[src/cpd_cfg.svh]
// constants of the configuration front end: offsets, fields, timing
//
// Summary of operation
// - with compression on, incoming stream is expanded live and written to cell memory
// - decompression is never active while secure loading is enabled
// - decompression only in active serial and passive serial schemes
// - expander finishes each token before the next compressed byte arrives
// - compression is a per-device setting, independent of other chained devices
// - reset is held until the monitored supplies are stable
// - status pin driven low until all required supplies pass the trip point and the reset hold ends
// - core and analog supplies are watched for brownout after power-up
// - fast reset hold lasts more than 3 ms and less than 9 ms
// - standard reset hold lasts more than 50 ms and less than 200 ms
// - fast or standard hold is picked from the scheme select pins
// - active serial, active parallel, passive serial each have fast and standard codes
// - fast passive parallel exists only with the fast hold
// - boundary scan overrides the scheme, hold still follows the pins
// - during reset hold, status and load complete low, user pins high impedance
// - device stays in reset while config request or status line is low
`ifndef CPD_CFG_SVH
`define CPD_CFG_SVH

`define CPD_CLK_KHZ 50000
`define CPD_FAST_HOLD_MS 6
`define CPD_STD_HOLD_MS 100
`define CPD_HOLD_CNT_W 23

`define CPD_IDX_CTRL 6'h00
`define CPD_IDX_LEN 6'h01
`define CPD_IDX_STATUS 6'h02
`define CPD_IDX_IRQ_STAT 6'h03
`define CPD_IDX_IRQ_CLR 6'h04
`define CPD_IDX_IRQ_EN 6'h05

`define CPD_IRQ_W 4
`define CPD_IRQ_POR 0
`define CPD_IRQ_BROWN 1
`define CPD_IRQ_DONE 2
`define CPD_IRQ_REFUSE 3

`define CPD_LEN_W 24
`define CPD_TOK_RUN_BIT 7
`define CPD_RUN_W 3
`define CPD_BIT_LAST 3'h7

`endif

[src/cpd_pkg.sv]
// types of the configuration front end
`default_nettype none
package cpd_pkg;

  typedef enum logic [2:0] {
    ST_SUPPLY = 3'h0,
    ST_HOLD = 3'h1,
    ST_RESET = 3'h3,
    ST_LOAD = 3'h2,
    ST_DONE = 3'h6
  } cpd_state_t;

  typedef enum logic [3:0] {
    SC_AS_STD = 4'h0,
    SC_AS_FAST = 4'h1,
    SC_AP_STD = 4'h2,
    SC_AP_FAST = 4'h3,
    SC_PS_STD = 4'h4,
    SC_PS_FAST = 4'h5,
    SC_FPP_FAST = 4'h6
  } cpd_scheme_t;

  typedef struct packed {
    logic [29:0] rsv;
    logic secure;
    logic compress;
  } cpd_ctrl_t;

  typedef struct packed {
    logic [21:0] rsv;
    logic jtag;
    logic decomp;
    logic [3:0] scheme;
    logic fast;
    logic [2:0] state;
  } cpd_status_t;

  typedef struct packed {
    logic we;
    logic [7:0] data;
  } cpd_cram_t;

endpackage : cpd_pkg
`default_nettype wire

[src/cpd_loader.sv]
// power-on reset sequencer and configuration stream expander
`include "cpd_cfg.svh"
`default_nettype none
module cpd_loader
  import cpd_pkg::*;
#(
  parameter int unsigned FAST_HOLD_CYC = `CPD_FAST_HOLD_MS * `CPD_CLK_KHZ,
  parameter int unsigned STD_HOLD_CYC = `CPD_STD_HOLD_MS * `CPD_CLK_KHZ
)
(
  // clock and reset
  input wire logic clk_i,
  input wire logic rst_i,
  // wishbone slave
  input wire logic wb_cyc_i,
  input wire logic wb_stb_i,
  input wire logic wb_we_i,
  input wire logic [7:0] wb_adr_i,
  input wire logic [3:0] wb_sel_i,
  input wire logic [31:0] wb_dat_i,
  output logic [31:0] wb_dat_o,
  output logic wb_ack_o,
  output logic irq_o,
  // supply monitors
  input wire logic core_supply_ok_i,
  input wire logic analog_supply_ok_i,
  input wire logic io_supply_ok_i,
  // scheme selection
  input wire logic [3:0] scheme_select_pins_i,
  input wire logic jtag_config_i,
  // configuration request and open-drain pins
  input wire logic config_req_n_i,
  input wire logic status_n_i,
  output logic status_n_o,
  output logic status_oe_n_o,
  input wire logic load_complete_i,
  output logic load_complete_o,
  output logic load_complete_oe_n_o,
  output logic user_io_hiz_o,
  // configuration stream in
  input wire logic stream_strobe_i,
  input wire logic stream_bit_i,
  // cell memory write port
  output logic cram_we_o,
  output logic [7:0] cram_data_o
);

  // ----------------------------------------------------------------
  // state
  // ----------------------------------------------------------------
  cpd_state_t state_reg, state_next;
  logic [`CPD_HOLD_CNT_W-1:0] hold_cnt_reg;
  logic fast_reg;
  cpd_ctrl_t ctrl_reg;
  logic [`CPD_LEN_W-1:0] len_reg;
  logic [`CPD_LEN_W-1:0] count_reg;
  logic [`CPD_IRQ_W-1:0] irq_stat_reg, irq_en_reg, irq_set;
  logic ack_reg;
  logic [31:0] rdata_reg;
  logic [7:0] shift_reg;
  logic [2:0] bit_cnt_reg;
  logic expect_lit_reg;
  logic [`CPD_RUN_W:0] run_left_reg;
  cpd_cram_t cram_reg;

  // ----------------------------------------------------------------
  // supply and scheme decode
  // ----------------------------------------------------------------
  wire all_supply_ok = core_supply_ok_i & analog_supply_ok_i & io_supply_ok_i;
  wire brownout = ~(core_supply_ok_i & analog_supply_ok_i);
  wire sc_fast = (scheme_select_pins_i == SC_AS_FAST) | (scheme_select_pins_i == SC_AP_FAST)
               | (scheme_select_pins_i == SC_PS_FAST) | (scheme_select_pins_i == SC_FPP_FAST);
  wire sc_serial = (scheme_select_pins_i == SC_AS_STD) | (scheme_select_pins_i == SC_AS_FAST)
                 | (scheme_select_pins_i == SC_PS_STD) | (scheme_select_pins_i == SC_PS_FAST);
  wire [`CPD_HOLD_CNT_W-1:0] fast_lim = FAST_HOLD_CYC[`CPD_HOLD_CNT_W-1:0];
  wire [`CPD_HOLD_CNT_W-1:0] std_lim = STD_HOLD_CYC[`CPD_HOLD_CNT_W-1:0];
  wire [`CPD_HOLD_CNT_W-1:0] hold_lim = fast_reg ? fast_lim : std_lim;
  wire hold_end = (state_reg == ST_HOLD) & (hold_cnt_reg == hold_lim);
  wire reset_req = ~config_req_n_i | ~status_n_i;
  wire decomp_act = ctrl_reg.compress & ~ctrl_reg.secure & sc_serial & ~jtag_config_i;
  wire len_hit = (len_reg != '0) & (count_reg == len_reg);

  // ----------------------------------------------------------------
  // sequencer
  // ----------------------------------------------------------------
  always_comb
  begin
    state_next = state_reg;
    case (state_reg)
      ST_SUPPLY:
        if (all_supply_ok) state_next = ST_HOLD;
      ST_HOLD:
        if (~all_supply_ok) state_next = ST_SUPPLY;
        else if (hold_end) state_next = ST_RESET;
      ST_RESET:
        if (brownout) state_next = ST_SUPPLY;
        else if (~reset_req) state_next = ST_LOAD;
      ST_LOAD:
        if (brownout) state_next = ST_SUPPLY;
        else if (reset_req) state_next = ST_RESET;
        else if (len_hit) state_next = ST_DONE;
      ST_DONE:
        if (brownout) state_next = ST_SUPPLY;
        else if (reset_req) state_next = ST_RESET;
      default:
        state_next = ST_SUPPLY;
    endcase
  end

  always_ff @(posedge clk_i)
  begin
    if (rst_i)
    begin
      state_reg <= ST_SUPPLY;
      hold_cnt_reg <= '0;
      fast_reg <= 1'b0;
    end
    else
    begin
      state_reg <= state_next;
      hold_cnt_reg <= (state_reg == ST_HOLD) ? hold_cnt_reg + 1'b1 : '0;
      // pins sampled as hold starts; boundary scan does not alter the pick
      if (state_reg == ST_SUPPLY) fast_reg <= sc_fast;
    end
  end

  // ----------------------------------------------------------------
  // pins
  // ----------------------------------------------------------------
  wire in_por = (state_reg == ST_SUPPLY) | (state_reg == ST_HOLD);
  assign status_n_o = 1'b0;
  assign status_oe_n_o = ~in_por;
  assign load_complete_o = 1'b0;
  assign load_complete_oe_n_o = (state_reg == ST_DONE);
  assign user_io_hiz_o = (state_reg != ST_DONE);

  // ----------------------------------------------------------------
  // stream assembly and expansion
  // ----------------------------------------------------------------
  wire loading = (state_reg == ST_LOAD);
  wire take_bit = loading & stream_strobe_i;
  wire byte_done = take_bit & (bit_cnt_reg == `CPD_BIT_LAST);
  wire [7:0] new_byte = {shift_reg[6:0], stream_bit_i};
  wire tok_run = new_byte[`CPD_TOK_RUN_BIT];
  wire emit_lit = byte_done & (~decomp_act | expect_lit_reg);
  wire emit_run0 = byte_done & decomp_act & ~expect_lit_reg & tok_run;
  wire emit_runn = loading & (run_left_reg != '0);
  wire emit = emit_lit | emit_run0 | emit_runn;

  always_ff @(posedge clk_i)
  begin
    if (rst_i | ~loading)
    begin
      shift_reg <= '0;
      bit_cnt_reg <= '0;
      expect_lit_reg <= 1'b0;
      run_left_reg <= '0;
    end
    else
    begin
      if (take_bit) shift_reg <= new_byte;
      if (take_bit) bit_cnt_reg <= bit_cnt_reg + 1'b1;
      if (emit_lit) expect_lit_reg <= 1'b0;
      else if (byte_done & decomp_act & ~tok_run) expect_lit_reg <= 1'b1;
      // first zero goes out with the token, so a run ends before the next byte
      if (emit_run0) run_left_reg <= {1'b0, new_byte[`CPD_RUN_W-1:0]};
      else if (emit_runn) run_left_reg <= run_left_reg - 1'b1;
    end
  end

  always_ff @(posedge clk_i)
  begin
    if (rst_i)
    begin
      cram_reg <= '0;
      count_reg <= '0;
    end
    else
    begin
      cram_reg.we <= emit;
      cram_reg.data <= emit_lit ? new_byte : 8'h00;
      if (~loading) count_reg <= '0;
      else if (emit) count_reg <= count_reg + 1'b1;
    end
  end

  assign cram_we_o = cram_reg.we;
  assign cram_data_o = cram_reg.data;

  // ----------------------------------------------------------------
  // wishbone registers and interrupts
  // ----------------------------------------------------------------
  wire wb_hit = wb_cyc_i & wb_stb_i & ~ack_reg;
  wire wb_wr = wb_hit & wb_we_i;
  wire [5:0] wb_idx = wb_adr_i[7:2];
  wire wr_ctrl = wb_wr & (wb_idx == `CPD_IDX_CTRL) & wb_sel_i[0];
  wire wr_len = wb_wr & (wb_idx == `CPD_IDX_LEN);
  wire wr_clr = wb_wr & (wb_idx == `CPD_IDX_IRQ_CLR) & wb_sel_i[0];
  wire wr_en = wb_wr & (wb_idx == `CPD_IDX_IRQ_EN) & wb_sel_i[0];
  wire refuse = wr_ctrl & wb_dat_i[0] & (wb_dat_i[1] | ~sc_serial | jtag_config_i);
  cpd_status_t status_word;
  assign status_word = '{rsv: '0, jtag: jtag_config_i, decomp: decomp_act,
                         scheme: scheme_select_pins_i, fast: fast_reg, state: state_reg};
  wire [31:0] rd_mux =
    (wb_idx == `CPD_IDX_CTRL) ? 32'(ctrl_reg) :
    (wb_idx == `CPD_IDX_LEN) ? 32'(len_reg) :
    (wb_idx == `CPD_IDX_STATUS) ? 32'(status_word) :
    (wb_idx == `CPD_IDX_IRQ_STAT) ? 32'(irq_stat_reg) :
    (wb_idx == `CPD_IDX_IRQ_EN) ? 32'(irq_en_reg) : 32'h0000_0000;

  always_comb
  begin
    irq_set = '0;
    irq_set[`CPD_IRQ_POR] = hold_end;
    irq_set[`CPD_IRQ_BROWN] = ~in_por & brownout;
    irq_set[`CPD_IRQ_DONE] = loading & len_hit;
    irq_set[`CPD_IRQ_REFUSE] = refuse;
  end

  wire [`CPD_IRQ_W-1:0] clr_mask = wr_clr ? wb_dat_i[`CPD_IRQ_W-1:0] : '0;

  always_ff @(posedge clk_i)
  begin
    if (rst_i)
    begin
      ctrl_reg <= '0;
      len_reg <= '0;
      irq_stat_reg <= '0;
      irq_en_reg <= '0;
      ack_reg <= 1'b0;
      rdata_reg <= '0;
    end
    else
    begin
      ack_reg <= wb_hit;
      rdata_reg <= (wb_hit & ~wb_we_i) ? rd_mux : 32'h0000_0000;
      // per-device choice, chained devices set their own
      if (wr_ctrl) ctrl_reg <= '{rsv: '0, secure: wb_dat_i[1], compress: wb_dat_i[0]};
      if (wr_len) len_reg <= wb_dat_i[`CPD_LEN_W-1:0];
      // set wins over clear
      irq_stat_reg <= (irq_stat_reg & ~clr_mask) | irq_set;
      if (wr_en) irq_en_reg <= wb_dat_i[`CPD_IRQ_W-1:0];
    end
  end

  assign wb_ack_o = ack_reg;
  assign wb_dat_o = rdata_reg;
  assign irq_o = |(irq_stat_reg & irq_en_reg);

  // ----------------------------------------------------------------
  // assertions
  // ----------------------------------------------------------------
  a_status_por_low: assert property (@(posedge clk_i) disable iff (rst_i)
    in_por |-> (!status_oe_n_o && !status_n_o && !load_complete_oe_n_o && user_io_hiz_o))
    else $error("status or user pins released during power-on hold");

  a_supply_wait: assert property (@(posedge clk_i) disable iff (rst_i)
    (state_reg == ST_SUPPLY && !all_supply_ok) |=> (state_reg == ST_SUPPLY))
    else $error("left supply wait without stable supplies");

  a_brownout_reset: assert property (@(posedge clk_i) disable iff (rst_i)
    (!in_por && brownout) |=> (state_reg == ST_SUPPLY && !status_oe_n_o))
    else $error("brownout did not re-enter reset");

  a_hold_window: assert property (@(posedge clk_i) disable iff (rst_i)
    ($past(state_reg == ST_HOLD) && state_reg == ST_RESET) |->
      $past(hold_cnt_reg) == (fast_reg ? fast_lim : std_lim))
    else $error("reset hold ended at wrong count");

  a_hold_pick: assert property (@(posedge clk_i) disable iff (rst_i)
    (state_reg == ST_SUPPLY && all_supply_ok) |=> (fast_reg == $past(sc_fast)))
    else $error("hold length not taken from scheme pins");

  a_reset_request: assert property (@(posedge clk_i) disable iff (rst_i)
    (state_reg == ST_RESET && reset_req && !brownout) |=> (state_reg == ST_RESET))
    else $error("left reset while request or status low");

  a_secure_excl: assert property (@(posedge clk_i) disable iff (rst_i)
    decomp_act |-> (!ctrl_reg.secure && sc_serial && !jtag_config_i))
    else $error("decompression active in forbidden mode");

  a_no_stall: assert property (@(posedge clk_i) disable iff (rst_i)
    (run_left_reg != '0) |-> !byte_done)
    else $error("expander still busy when next byte arrived");

  a_run_zero: assert property (@(posedge clk_i) disable iff (rst_i)
    emit_run0 |=> (cram_we_o && cram_data_o == 8'h00))
    else $error("run token did not write a zero byte");

  a_raw_pass: assert property (@(posedge clk_i) disable iff (rst_i)
    (byte_done && !decomp_act) |=> (cram_we_o && cram_data_o == $past(new_byte)))
    else $error("uncompressed byte not written through");

  a_ack_pulse: assert property (@(posedge clk_i) disable iff (rst_i)
    wb_ack_o |=> !wb_ack_o)
    else $error("ack held longer than one cycle");

  a_hold_early: assert property (@(posedge clk_i) disable iff (rst_i)
    (state_reg == ST_HOLD && all_supply_ok && !hold_end) |=> (state_reg == ST_HOLD))
    else $error("reset hold ended before its count");

  a_pick_frozen: assert property (@(posedge clk_i) disable iff (rst_i)
    (state_reg != ST_SUPPLY) |=> $stable(fast_reg))
    else $error("hold choice changed after supply wait");

  a_status_release: assert property (@(posedge clk_i) disable iff (rst_i)
    (state_reg == ST_RESET || state_reg == ST_LOAD) |-> status_oe_n_o)
    else $error("status still driven after power-on hold");

  a_no_write_idle: assert property (@(posedge clk_i) disable iff (rst_i)
    (state_reg != ST_LOAD) |=> !cram_we_o)
    else $error("cell memory written outside loading");

  a_secure_block: assert property (@(posedge clk_i) disable iff (rst_i)
    (wr_ctrl && wb_dat_i[1]) |=> !decomp_act)
    else $error("decompression left on with secure loading");

  a_scheme_raw: assert property (@(posedge clk_i) disable iff (rst_i)
    (byte_done && !sc_serial) |=> (cram_we_o && cram_data_o == $past(new_byte)))
    else $error("parallel scheme byte not written through");

  a_literal_write: assert property (@(posedge clk_i) disable iff (rst_i)
    (byte_done && expect_lit_reg) |=> (cram_we_o && cram_data_o == $past(new_byte)))
    else $error("literal byte not written");

  a_token_quiet: assert property (@(posedge clk_i) disable iff (rst_i)
    (byte_done && decomp_act && !expect_lit_reg && !tok_run) |=> !cram_we_o)
    else $error("literal token wrote cell memory");

  a_run_drain: assert property (@(posedge clk_i) disable iff (rst_i)
    (loading && run_left_reg != '0) |=> (cram_we_o && cram_data_o == 8'h00))
    else $error("run expansion paused");

  a_done_entry: assert property (@(posedge clk_i) disable iff (rst_i)
    (state_reg == ST_LOAD && len_hit && !brownout && !reset_req) |=>
      (state_reg == ST_DONE && !user_io_hiz_o))
    else $error("load did not complete at length");

  a_brown_flag: assert property (@(posedge clk_i) disable iff (rst_i)
    (!in_por && brownout) |=> irq_stat_reg[`CPD_IRQ_BROWN])
    else $error("brownout event not flagged");

endmodule : cpd_loader
`default_nettype wire

[config.mk]
export PLATFORM = sky130hd
export DESIGN_NAME = cpd_loader
export DESIGN_NICKNAME = d
export VERILOG_FILES = /design/src/cpd_pkg.sv /design/src/cpd_loader.sv
export VERILOG_INCLUDE_DIRS = /design/src
export SDC_FILE = /design/constraint.sdc
export NUM_CORES = 1
export LEC_CHECK = 0
export ABC_CLOCK_PERIOD_IN_PS = 3300
export BUFFER_PORTS_ARGS = -buffer_cell sky130_fd_sc_hd__buf_2
export CELL_PAD_IN_SITES_DETAIL_PLACEMENT = 0
export CELL_PAD_IN_SITES_GLOBAL_PLACEMENT = 2
export CORE_UTILIZATION = 36
export CTS_CLUSTER_SIZE = 24
export DETAILED_ROUTE_END_ITERATION = 6
export PLACE_DENSITY = 0.85
export SLEW_MARGIN = 10
export SYNTH_ARGS = -nofsm -noshare
export SYNTH_HDL_FRONTEND = slang
export SYNTH_SLANG_ARGS = --single-unit
[constraint.sdc]
create_clock -name clk_i -period 3.3 [get_ports clk_i]
set_input_delay 0.165 -clock clk_i [delete_from_list [all_inputs] [get_ports clk_i]]
set_output_delay 0.165 -clock clk_i [all_outputs]
set_load 0.01 [all_outputs]
==> results of run 1 <==
cell type report:
type,count,area (um2)
well taps,216,270
clock inverters,15,215
flip-flops and latches,134,2680
fillers,1567,8640
repair buffers,114,701
multi-input cells,509,3070
inverters,14,52.6
clock buffers,17,425
worst paths after layout:
kind / to / start / cells after the start
setup / recovery: count_reg[12] / state_reg[1] / 5
hold / removal: len_reg[8] / wb_dat_i[8] / 3
hold reg to reg: ctrl_reg[0] / ctrl_reg[0] / 2
setup reg to reg: count_reg[12] / state_reg[1] / 5
report_power, final:
part / leakage, nW / switching [mW] / internal [mW] / total (mW)
Combinational: 1.45 / 0.0899 / 0.0714 / 0.161
Clock: 0.310 / 0.776 / 1.28 / 2.06
Sequential: 1.08 / 0.0154 / 1.62 / 1.64
worst max-delay path: cells and delay by family (launching register included):
| kind | cells | cell delay [ps] |
|---|---|---|
| AOI/OAI and AO/OA | 2 | 480 |
| and+or+nand+nor | 3 | 1170 |
| DFF | 1 | 480 |
per-stage QoR:
| step | power, mW | std cells | worst slack (ps) | cell area [um2] | utilization [%] |
|---|---|---|---|---|---|
| after floorplan | 1.76 | 698 | 1460 | 6010 | - |
| after global placement | 1.81 | 964 | 1090 | 6550 | 40.8 |
| after detailed placement | 1.81 | 964 | 1080 | 6550 | 40.8 |
| after CTS | 3.91 | 1019 | 1060 | 7420 | 46.2 |
| after global routing | 4.01 | 1019 | 874 | 7420 | 46.2 |
| final | 3.86 | 1019 | 1080 | 7420 | 46.2 |
layout by cell type, fill, tap and decap left out, types with 17 or more instances in the layout:
cell                            count
sky130_fd_sc_hd__nand4_1           17
sky130_fd_sc_hd__nand2_1           79
sky130_fd_sc_hd__dlygate4sd3_1     23
sky130_fd_sc_hd__buf_2             85
sky130_fd_sc_hd__dfxtp_1          134
sky130_fd_sc_hd__xor2_1            32
sky130_fd_sc_hd__xnor2_1           34
sky130_fd_sc_hd__nor4_1            19
sky130_fd_sc_hd__nand3_1           21
sky130_fd_sc_hd__nor3_1            18
sky130_fd_sc_hd__nor2_1            89
sky130_fd_sc_hd__clkbuf_16         17
sky130_fd_sc_hd__and2_1            26
sky130_fd_sc_hd__a21oi_1           41
layer usage:
layer	share of wire, %	vias to the layer above	wire length [um]
li1	-	2560	-
met4	0.98	0	142
met1	50	2386	7270
met3	3.8	12	550
met5	0	-	0
met2	45	113	6570
what timing repair did:
| action | 4_1_cts | 5_1_grt |
|---|---|---|
| setup endpoints to repair | 0 | 0 |
| hold buffers | 23 | 0 |
| endpoints found under the hold margin | 25 | 0 |
kinds of logic after synthesis:
| group | Yosys count |
|---|---|
| xor gates and xnor gates | 66 |
| muxes | 19 |
| AOI/OAI and AO/OA | 88 |
| other | 1 |
| adders and majority gates | 6 |
| and+or+nand+nor | 320 |
| DFF | 134 |
| buffers and inverters | 55 |
==> results.py, run 1 <==
metrics = {
    "run_status": {
        "run_status": "completed",
    },
    "layout": {
        "post_route_cells_drive_above_1_share_pct": 18.2,
        "antenna_cells": 0,
        "areaGrowthSynthToFinish_pct": 24.1,
        "num-nets-final": 858,
    },
    "synthesis": {
        "synth.top_cells.by_count": "134 x sky130_fd_sc_hd__dfxtp_1, 89 x sky130_fd_sc_hd__nor2_1, 79 x sky130_fd_sc_hd__nand2_1, 41 x sky130_fd_sc_hd__a21oi_1, 34 x sky130_fd_sc_hd__xnor2_1",
        "synth_edf_count": 0,
        "ys.flop_type": "sky130_fd_sc_hd__dfxtp_1",
        "synth.top_cells.by_area": "sky130_fd_sc_hd__dfxtp_1 45%, sky130_fd_sc_hd__nor2_1 5.6%, sky130_fd_sc_hd__xnor2_1 5.0%, sky130_fd_sc_hd__nand2_1 5.0%, sky130_fd_sc_hd__xor2_1 4.7%",
        "synth.area.mux_share_pct": 3.25,
        "synth.avg_cell_area_um2": 8.67,
        "synth_cell_types": 57,
        "synthArstFlopShare_pct": 0,
        "synth_simple_gate_area_share_pct": 27.3,
        "synthXorXnorAreaFrac_pct": 9.68,
        "netlist_area_um2": 5970,
        "ys_warn_count": 0,
        "yosysMostFrequentCell": "sky130_fd_sc_hd__dfxtp_1",
        "synth_compound_area_share_pct": 9.28,
        "synth.yosys.seq_area_share_pct": 44.9,
        "synth.largest_area_cell": "sky130_fd_sc_hd__dfxtp_1",
        "synth_adder_area_share_pct": 1.26,
        "count_of_mapped_cells_out_of_synthesis": 689,
        "synth.ff_latch_count": 134,
        "netlist.area_leader.share_pct": 44.9,
        "main_combinational_cell_family_by_area_after_synthesis": "simple AND/OR/NAND/NOR gates",
    },
    "placement": {
        "port_buffers": 85,
        "finalWeightedCongestion": 0.812,
        "detailedPlacementHpwl_um": 10300,
    },
    "global_route": {
        "grt-busiest-layer": "met2",
        "grt_pass1_vias": 4781,
        "first_pass_grt_wire_length_um": 23700,
        "groute.layer.met3.usage_pct": 3.66,
        "gr-usage-all-layers_pct": 18.0,
        "globalRoute.totalOverflow": 0,
        "initial_antenna_violation_count": 0,
        "grt_start_max_net_pins": 48,
        "grtUsageMet1_pct": 23.8,
        "met2_usage_pct": 29.0,
    },
    "setup_path": {
        "critPathLaunchType": "flop",
        "worst-endpoint-arrival_ps": 2570,
        "timing_worst_setup_path_type": "flop to flop",
        "cp-end-kind": "flop",
        "timing.critical_path.cells": "nor3b_1 -> and3_2 -> a41oi_2 -> or3_1 -> a21oi_1",
        "cpMaxStageDelayCell": "sky130_fd_sc_hd__dfxtp_1",
        "slowest_delay_ps": 480,
        "worstPathRequired_ps": 3650,
        "critical_path.max_fanout": 13,
        "ff2ff_setup_slack_ps": 1080,
    },
    "clock_network": {
        "cts_repair_resize_count": 0,
        "cts_num_sinks": 134,
        "clock_tree.root_cell": "sky130_fd_sc_hd__clkbuf_16",
        "cts_inserted_buffers": 17,
        "clock_path_buffers": 2,
        "clk_pin_slew_ps": 60,
        "h-tree-depth": 4,
        "tritoncts_clock_tree": "yes",
        "postCtsSetupRepairBufs": 0,
        "clk-insertion-delay-late_ps": 430,
    },
    "pwr": {
        "power.density_cell_area_nw_per_um2": 521,
        "ir_worst_vdd_uv": 379,
        "power.leakage_nw": 2.84,
    },
    "sta": {
        "period_needed_ps": 2220,
        "max-slew-margin-rel_pct": 36.6,
        "slew_viol_final": 0,
        "setup_viol_count_final": 0,
        "final.hold.worst_slack_ps": 25.2,
        "hold_violation_count_in_the_final_report": 0,
        "unrepaired_setup_endpoints_after_global_routing": "false",
        "timing.clock.skew_ps": 8.30,
        "worstMarginPinSlew_ps": 942,
        "peak_clock_frequency_supported_by_timing_mhz": 451,
        "setup_total_negative_slack_ps": 0,
        "fin_crit_sh_pct": 67.3,
    },
    "drt": {
        "drcViolationCount": 0,
        "antenna_left": 0,
        "avgRoutedWirePerCell_um": 14.3,
        "drtIter0Drc": 212,
        "vias": 5071,
        "route.final.wire_length_um": 14500,
        "viasPerCell": 4.98,
        "detailedRoute.firstPassIterationCount": 4,
    },
    "job": {
        "number_of_max_cap_violations": 0,
    },
    "die": {
        "fp.coreArea_um2": 16100,
        "initial_utilization_pct": 37.2,
        "row_count": 46,
        "boundary_pins": 110,
        "die-height_um": 131,
        "dieWidth_um": 131,
        "die_area_um2": 17100,
    },
    "worst_hold_path": {
        "worst_hold_path_type": "input port to flop",
    },
}
No activity file was read; power rests on OpenSTA's default activity.
==> run 2, diff against run 1 <==
--- a/config.mk
+++ b/config.mk
@@ -6,14 +6,14 @@
 export SDC_FILE = /design/constraint.sdc
 export NUM_CORES = 1
 export LEC_CHECK = 0
-export ABC_CLOCK_PERIOD_IN_PS = 3300
+export ABC_CLOCK_PERIOD_IN_PS = 2100
 export BUFFER_PORTS_ARGS = -buffer_cell sky130_fd_sc_hd__buf_2
 export CELL_PAD_IN_SITES_DETAIL_PLACEMENT = 0
 export CELL_PAD_IN_SITES_GLOBAL_PLACEMENT = 2
-export CORE_UTILIZATION = 36
+export CORE_UTILIZATION = 33
 export CTS_CLUSTER_SIZE = 24
 export DETAILED_ROUTE_END_ITERATION = 6
-export PLACE_DENSITY = 0.85
+export PLACE_DENSITY = 0.79
 export SLEW_MARGIN = 10
 export SYNTH_ARGS = -nofsm -noshare
 export SYNTH_HDL_FRONTEND = slang
==> constraint.sdc (replaced) <==
create_clock -name clk_i -period 2.1 [get_ports clk_i]
set_input_delay 0.105 -clock clk_i [delete_from_list [all_inputs] [get_ports clk_i]]
set_output_delay 0.105 -clock clk_i [all_outputs]
set_load 0.01 [all_outputs]
==> run 2 against run 1 <==
Effect of this change:
- count of clock-buffer cells in the layout stayed put
- hold slack better by 25 ps
- cell count is 4.8% higher
- combinational power is 85% higher
- critical path type unchanged
- largest cell class unchanged
==> results.py, run 2 (synthesis results as in run 1) <==
metrics = {
    "global_route": {
        "grtUsageMet1_pct": 22.6,
        "groute.layer.met3.usage_pct": 3.89,
        "grt_start_max_net_pins": 39,
        "initial_antenna_violation_count": 0,
        "first_pass_grt_wire_length_um": 24200,
        "globalRoute.totalOverflow": 0,
        "grt_pass1_vias": 4869,
        "grt-busiest-layer": "met2",
        "met2_usage_pct": 26.0,
        "gr-usage-all-layers_pct": 16.8,
    },
    "die": {
        "die_area_um2": 18600,
        "row_count": 48,
        "die-height_um": 137,
        "boundary_pins": 110,
        "fp.coreArea_um2": 17500,
        "dieWidth_um": 137,
        "initial_utilization_pct": 34.2,
    },
    "drt": {
        "avgRoutedWirePerCell_um": 14.1,
        "antenna_left": 0,
        "drtIter0Drc": 173,
        "vias": 5168,
        "drcViolationCount": 0,
        "viasPerCell": 4.84,
        "route.final.wire_length_um": 15100,
        "detailedRoute.firstPassIterationCount": 4,
    },
    "layout": {
        "post_route_cells_drive_above_1_share_pct": 21.7,
        "mostFrequentLayoutCells": "132 x sky130_fd_sc_hd__dfxtp_1, 89 x sky130_fd_sc_hd__nor2_1, 85 x sky130_fd_sc_hd__buf_2, 79 x sky130_fd_sc_hd__nand2_1, 41 x sky130_fd_sc_hd__a21oi_1",
        "mostFrequentLayoutCell": "sky130_fd_sc_hd__dfxtp_1",
        "num-nets-final": 898,
        "areaGrowthSynthToFinish_pct": 29.1,
        "final_area_um2": 7710,
        "antenna_cells": 0,
    },
    "clock_network": {
        "cts_num_sinks": 134,
        "h-tree-depth": 4,
        "clock_path_buffers": 2,
        "clk-insertion-delay-late_ps": 420,
        "clock_tree.root_cell": "sky130_fd_sc_hd__clkbuf_16",
        "cts_inserted_buffers": 17,
        "tritoncts_clock_tree": "yes",
        "clk_pin_slew_ps": 60,
    },
    "setup_path": {
        "worst-endpoint-arrival_ps": 2280,
        "worstPathRequired_ps": 2410,
        "cp-end-kind": "flop",
        "timing.critical_path.cells": "or4b_2 -> nor3_2 -> a311o_2 -> a31oi_1 -> a211oi_1",
        "cpMaxStageDelayCell": "sky130_fd_sc_hd__or4b_2",
        "timing_worst_setup_path_type": "flop to flop",
        "critical_path.max_fanout": 5,
        "critPathLaunchType": "flop",
        "slowest_delay_ps": 630,
    },
    "pwr": {
        "switching_share_of_power_pct": 24.8,
        "p_comb_share_pct": 5.3,
        "post-layout-total-power_mw": 5.61,
        "power.clock.fraction_pct": 49.0,
        "power.density_cell_area_nw_per_um2": 728,
        "internal_power_mw": 4.22,
        "ir_worst_vdd_uv": 563,
        "power_frac_seq_pct": 45.7,
        "power.leakage_nw": 2.98,
        "switching_power_mw": 1.39,
    },
    "sta": {
        "setup_viol_count_final": 0,
        "setup_slack_ps": 122,
        "slew_viol_final": 0,
        "peak_clock_frequency_supported_by_timing_mhz": 506,
        "period_needed_ps": 1980,
        "setup_total_negative_slack_ps": 0,
        "timing.clock.skew_ps": 8.22,
        "final.hold.worst_slack_ps": 50.7,
        "fin_crit_sh_pct": 94.2,
        "hold_violation_count_in_the_final_report": 0,
        "unrepaired_setup_endpoints_after_global_routing": "false",
    },
    "placement": {
        "finalWeightedCongestion": 0.853,
        "detailedPlacementHpwl_um": 10900,
        "place_ws_ps": 49.4,
        "port_buffers": 85,
        "place_area_um2": 6760,
    },
    "run_status": {
        "run_status": "completed",
    },
    "worst_hold_path": {
        "worst_hold_path_type": "input port to flop",
    },
    "job": {
        "number_of_max_cap_violations": 0,
    },
}
-- run 2: changes by cell type in the layout (fill, tap and decap cells not counted), sizes merged --
cell | before | now
buf | 91 | 121
bufinv | 4 | 0
clkinv | 3 | 4
clkinvlp | 1 | 6
dlygate4sd3 | 23 | 33
inv | 21 | 19
-- run 2: worst paths after layout --
| path | cells past startpoint | slack [ps] | start | to |
|---|---|---|---|---|
| setup reg to reg | 5 | 120 | hold_cnt_reg[18] | state_reg[2] |
| hold / removal | 2 | 50 | rst_i | state_reg[0] |
| setup / recovery | 5 | 120 | hold_cnt_reg[18] | state_reg[2] |
| hold reg to reg | 2 | 470 | ctrl_reg[0] | ctrl_reg[0] |
-- run 2: routing by layer --
| metal | vias to the layer above | wire, um |
|---|---|---|
| li1 | 2637 | - |
| met1 | 2394 | 7630 |
| met2 | 113 | 6490 |
| met3 | 24 | 685 |
| met4 | 0 | 290 |
| met5 | - | 0 |
-- run 2: power groups by stage --
stage | clock network [mW] | logic (mW) | registers, mW
global route | 2.97 | 0.331 | 2.56
detailed placement | 0 | 0.246 | 2.62
floorplan | 0 | 0.156 | 2.62
CTS | 2.83 | 0.296 | 2.56
finish | 2.75 | 0.298 | 2.56
global placement | 0 | 0.245 | 2.62
-- run 2: worst max-delay path: cells and delay by family, from the launching register on --
family	cells	cell delay (ps)
and+or+nand+nor	2	860
AOI/OAI and AO/OA	3	610
DFF	1	400
-- run 2: through the flow --
stage / cells / utilization [%]
6_report: 1068 / 44.1
5_1_grt: 1068 / 44.1
4_1_cts: 1064 / 43.7
3_5_place_dp: 999 / 38.7
3_3_place_gp: 999 / 38.7
2_1_floorplan: 698 / -
-- run 2: final cells by class --
type / instances / area, um2
clock buffers: 17 / 425
clock inverters: 15 / 123
multi-input cells: 509 / 3110
flip-flops and latches: 134 / 2690
inverters: 14 / 52.6
repair buffers: 154 / 1040
well taps: 225 / 282
fillers: 1744 / 9770
-- run 2: repair_timing --
item	4_1_cts	5_1_grt
buffers inserted	0	4
endpoints found under the hold margin	40	0
endpoints found under the setup margin	0	13
gates resized for setup	0	8
hold buffers	33	0
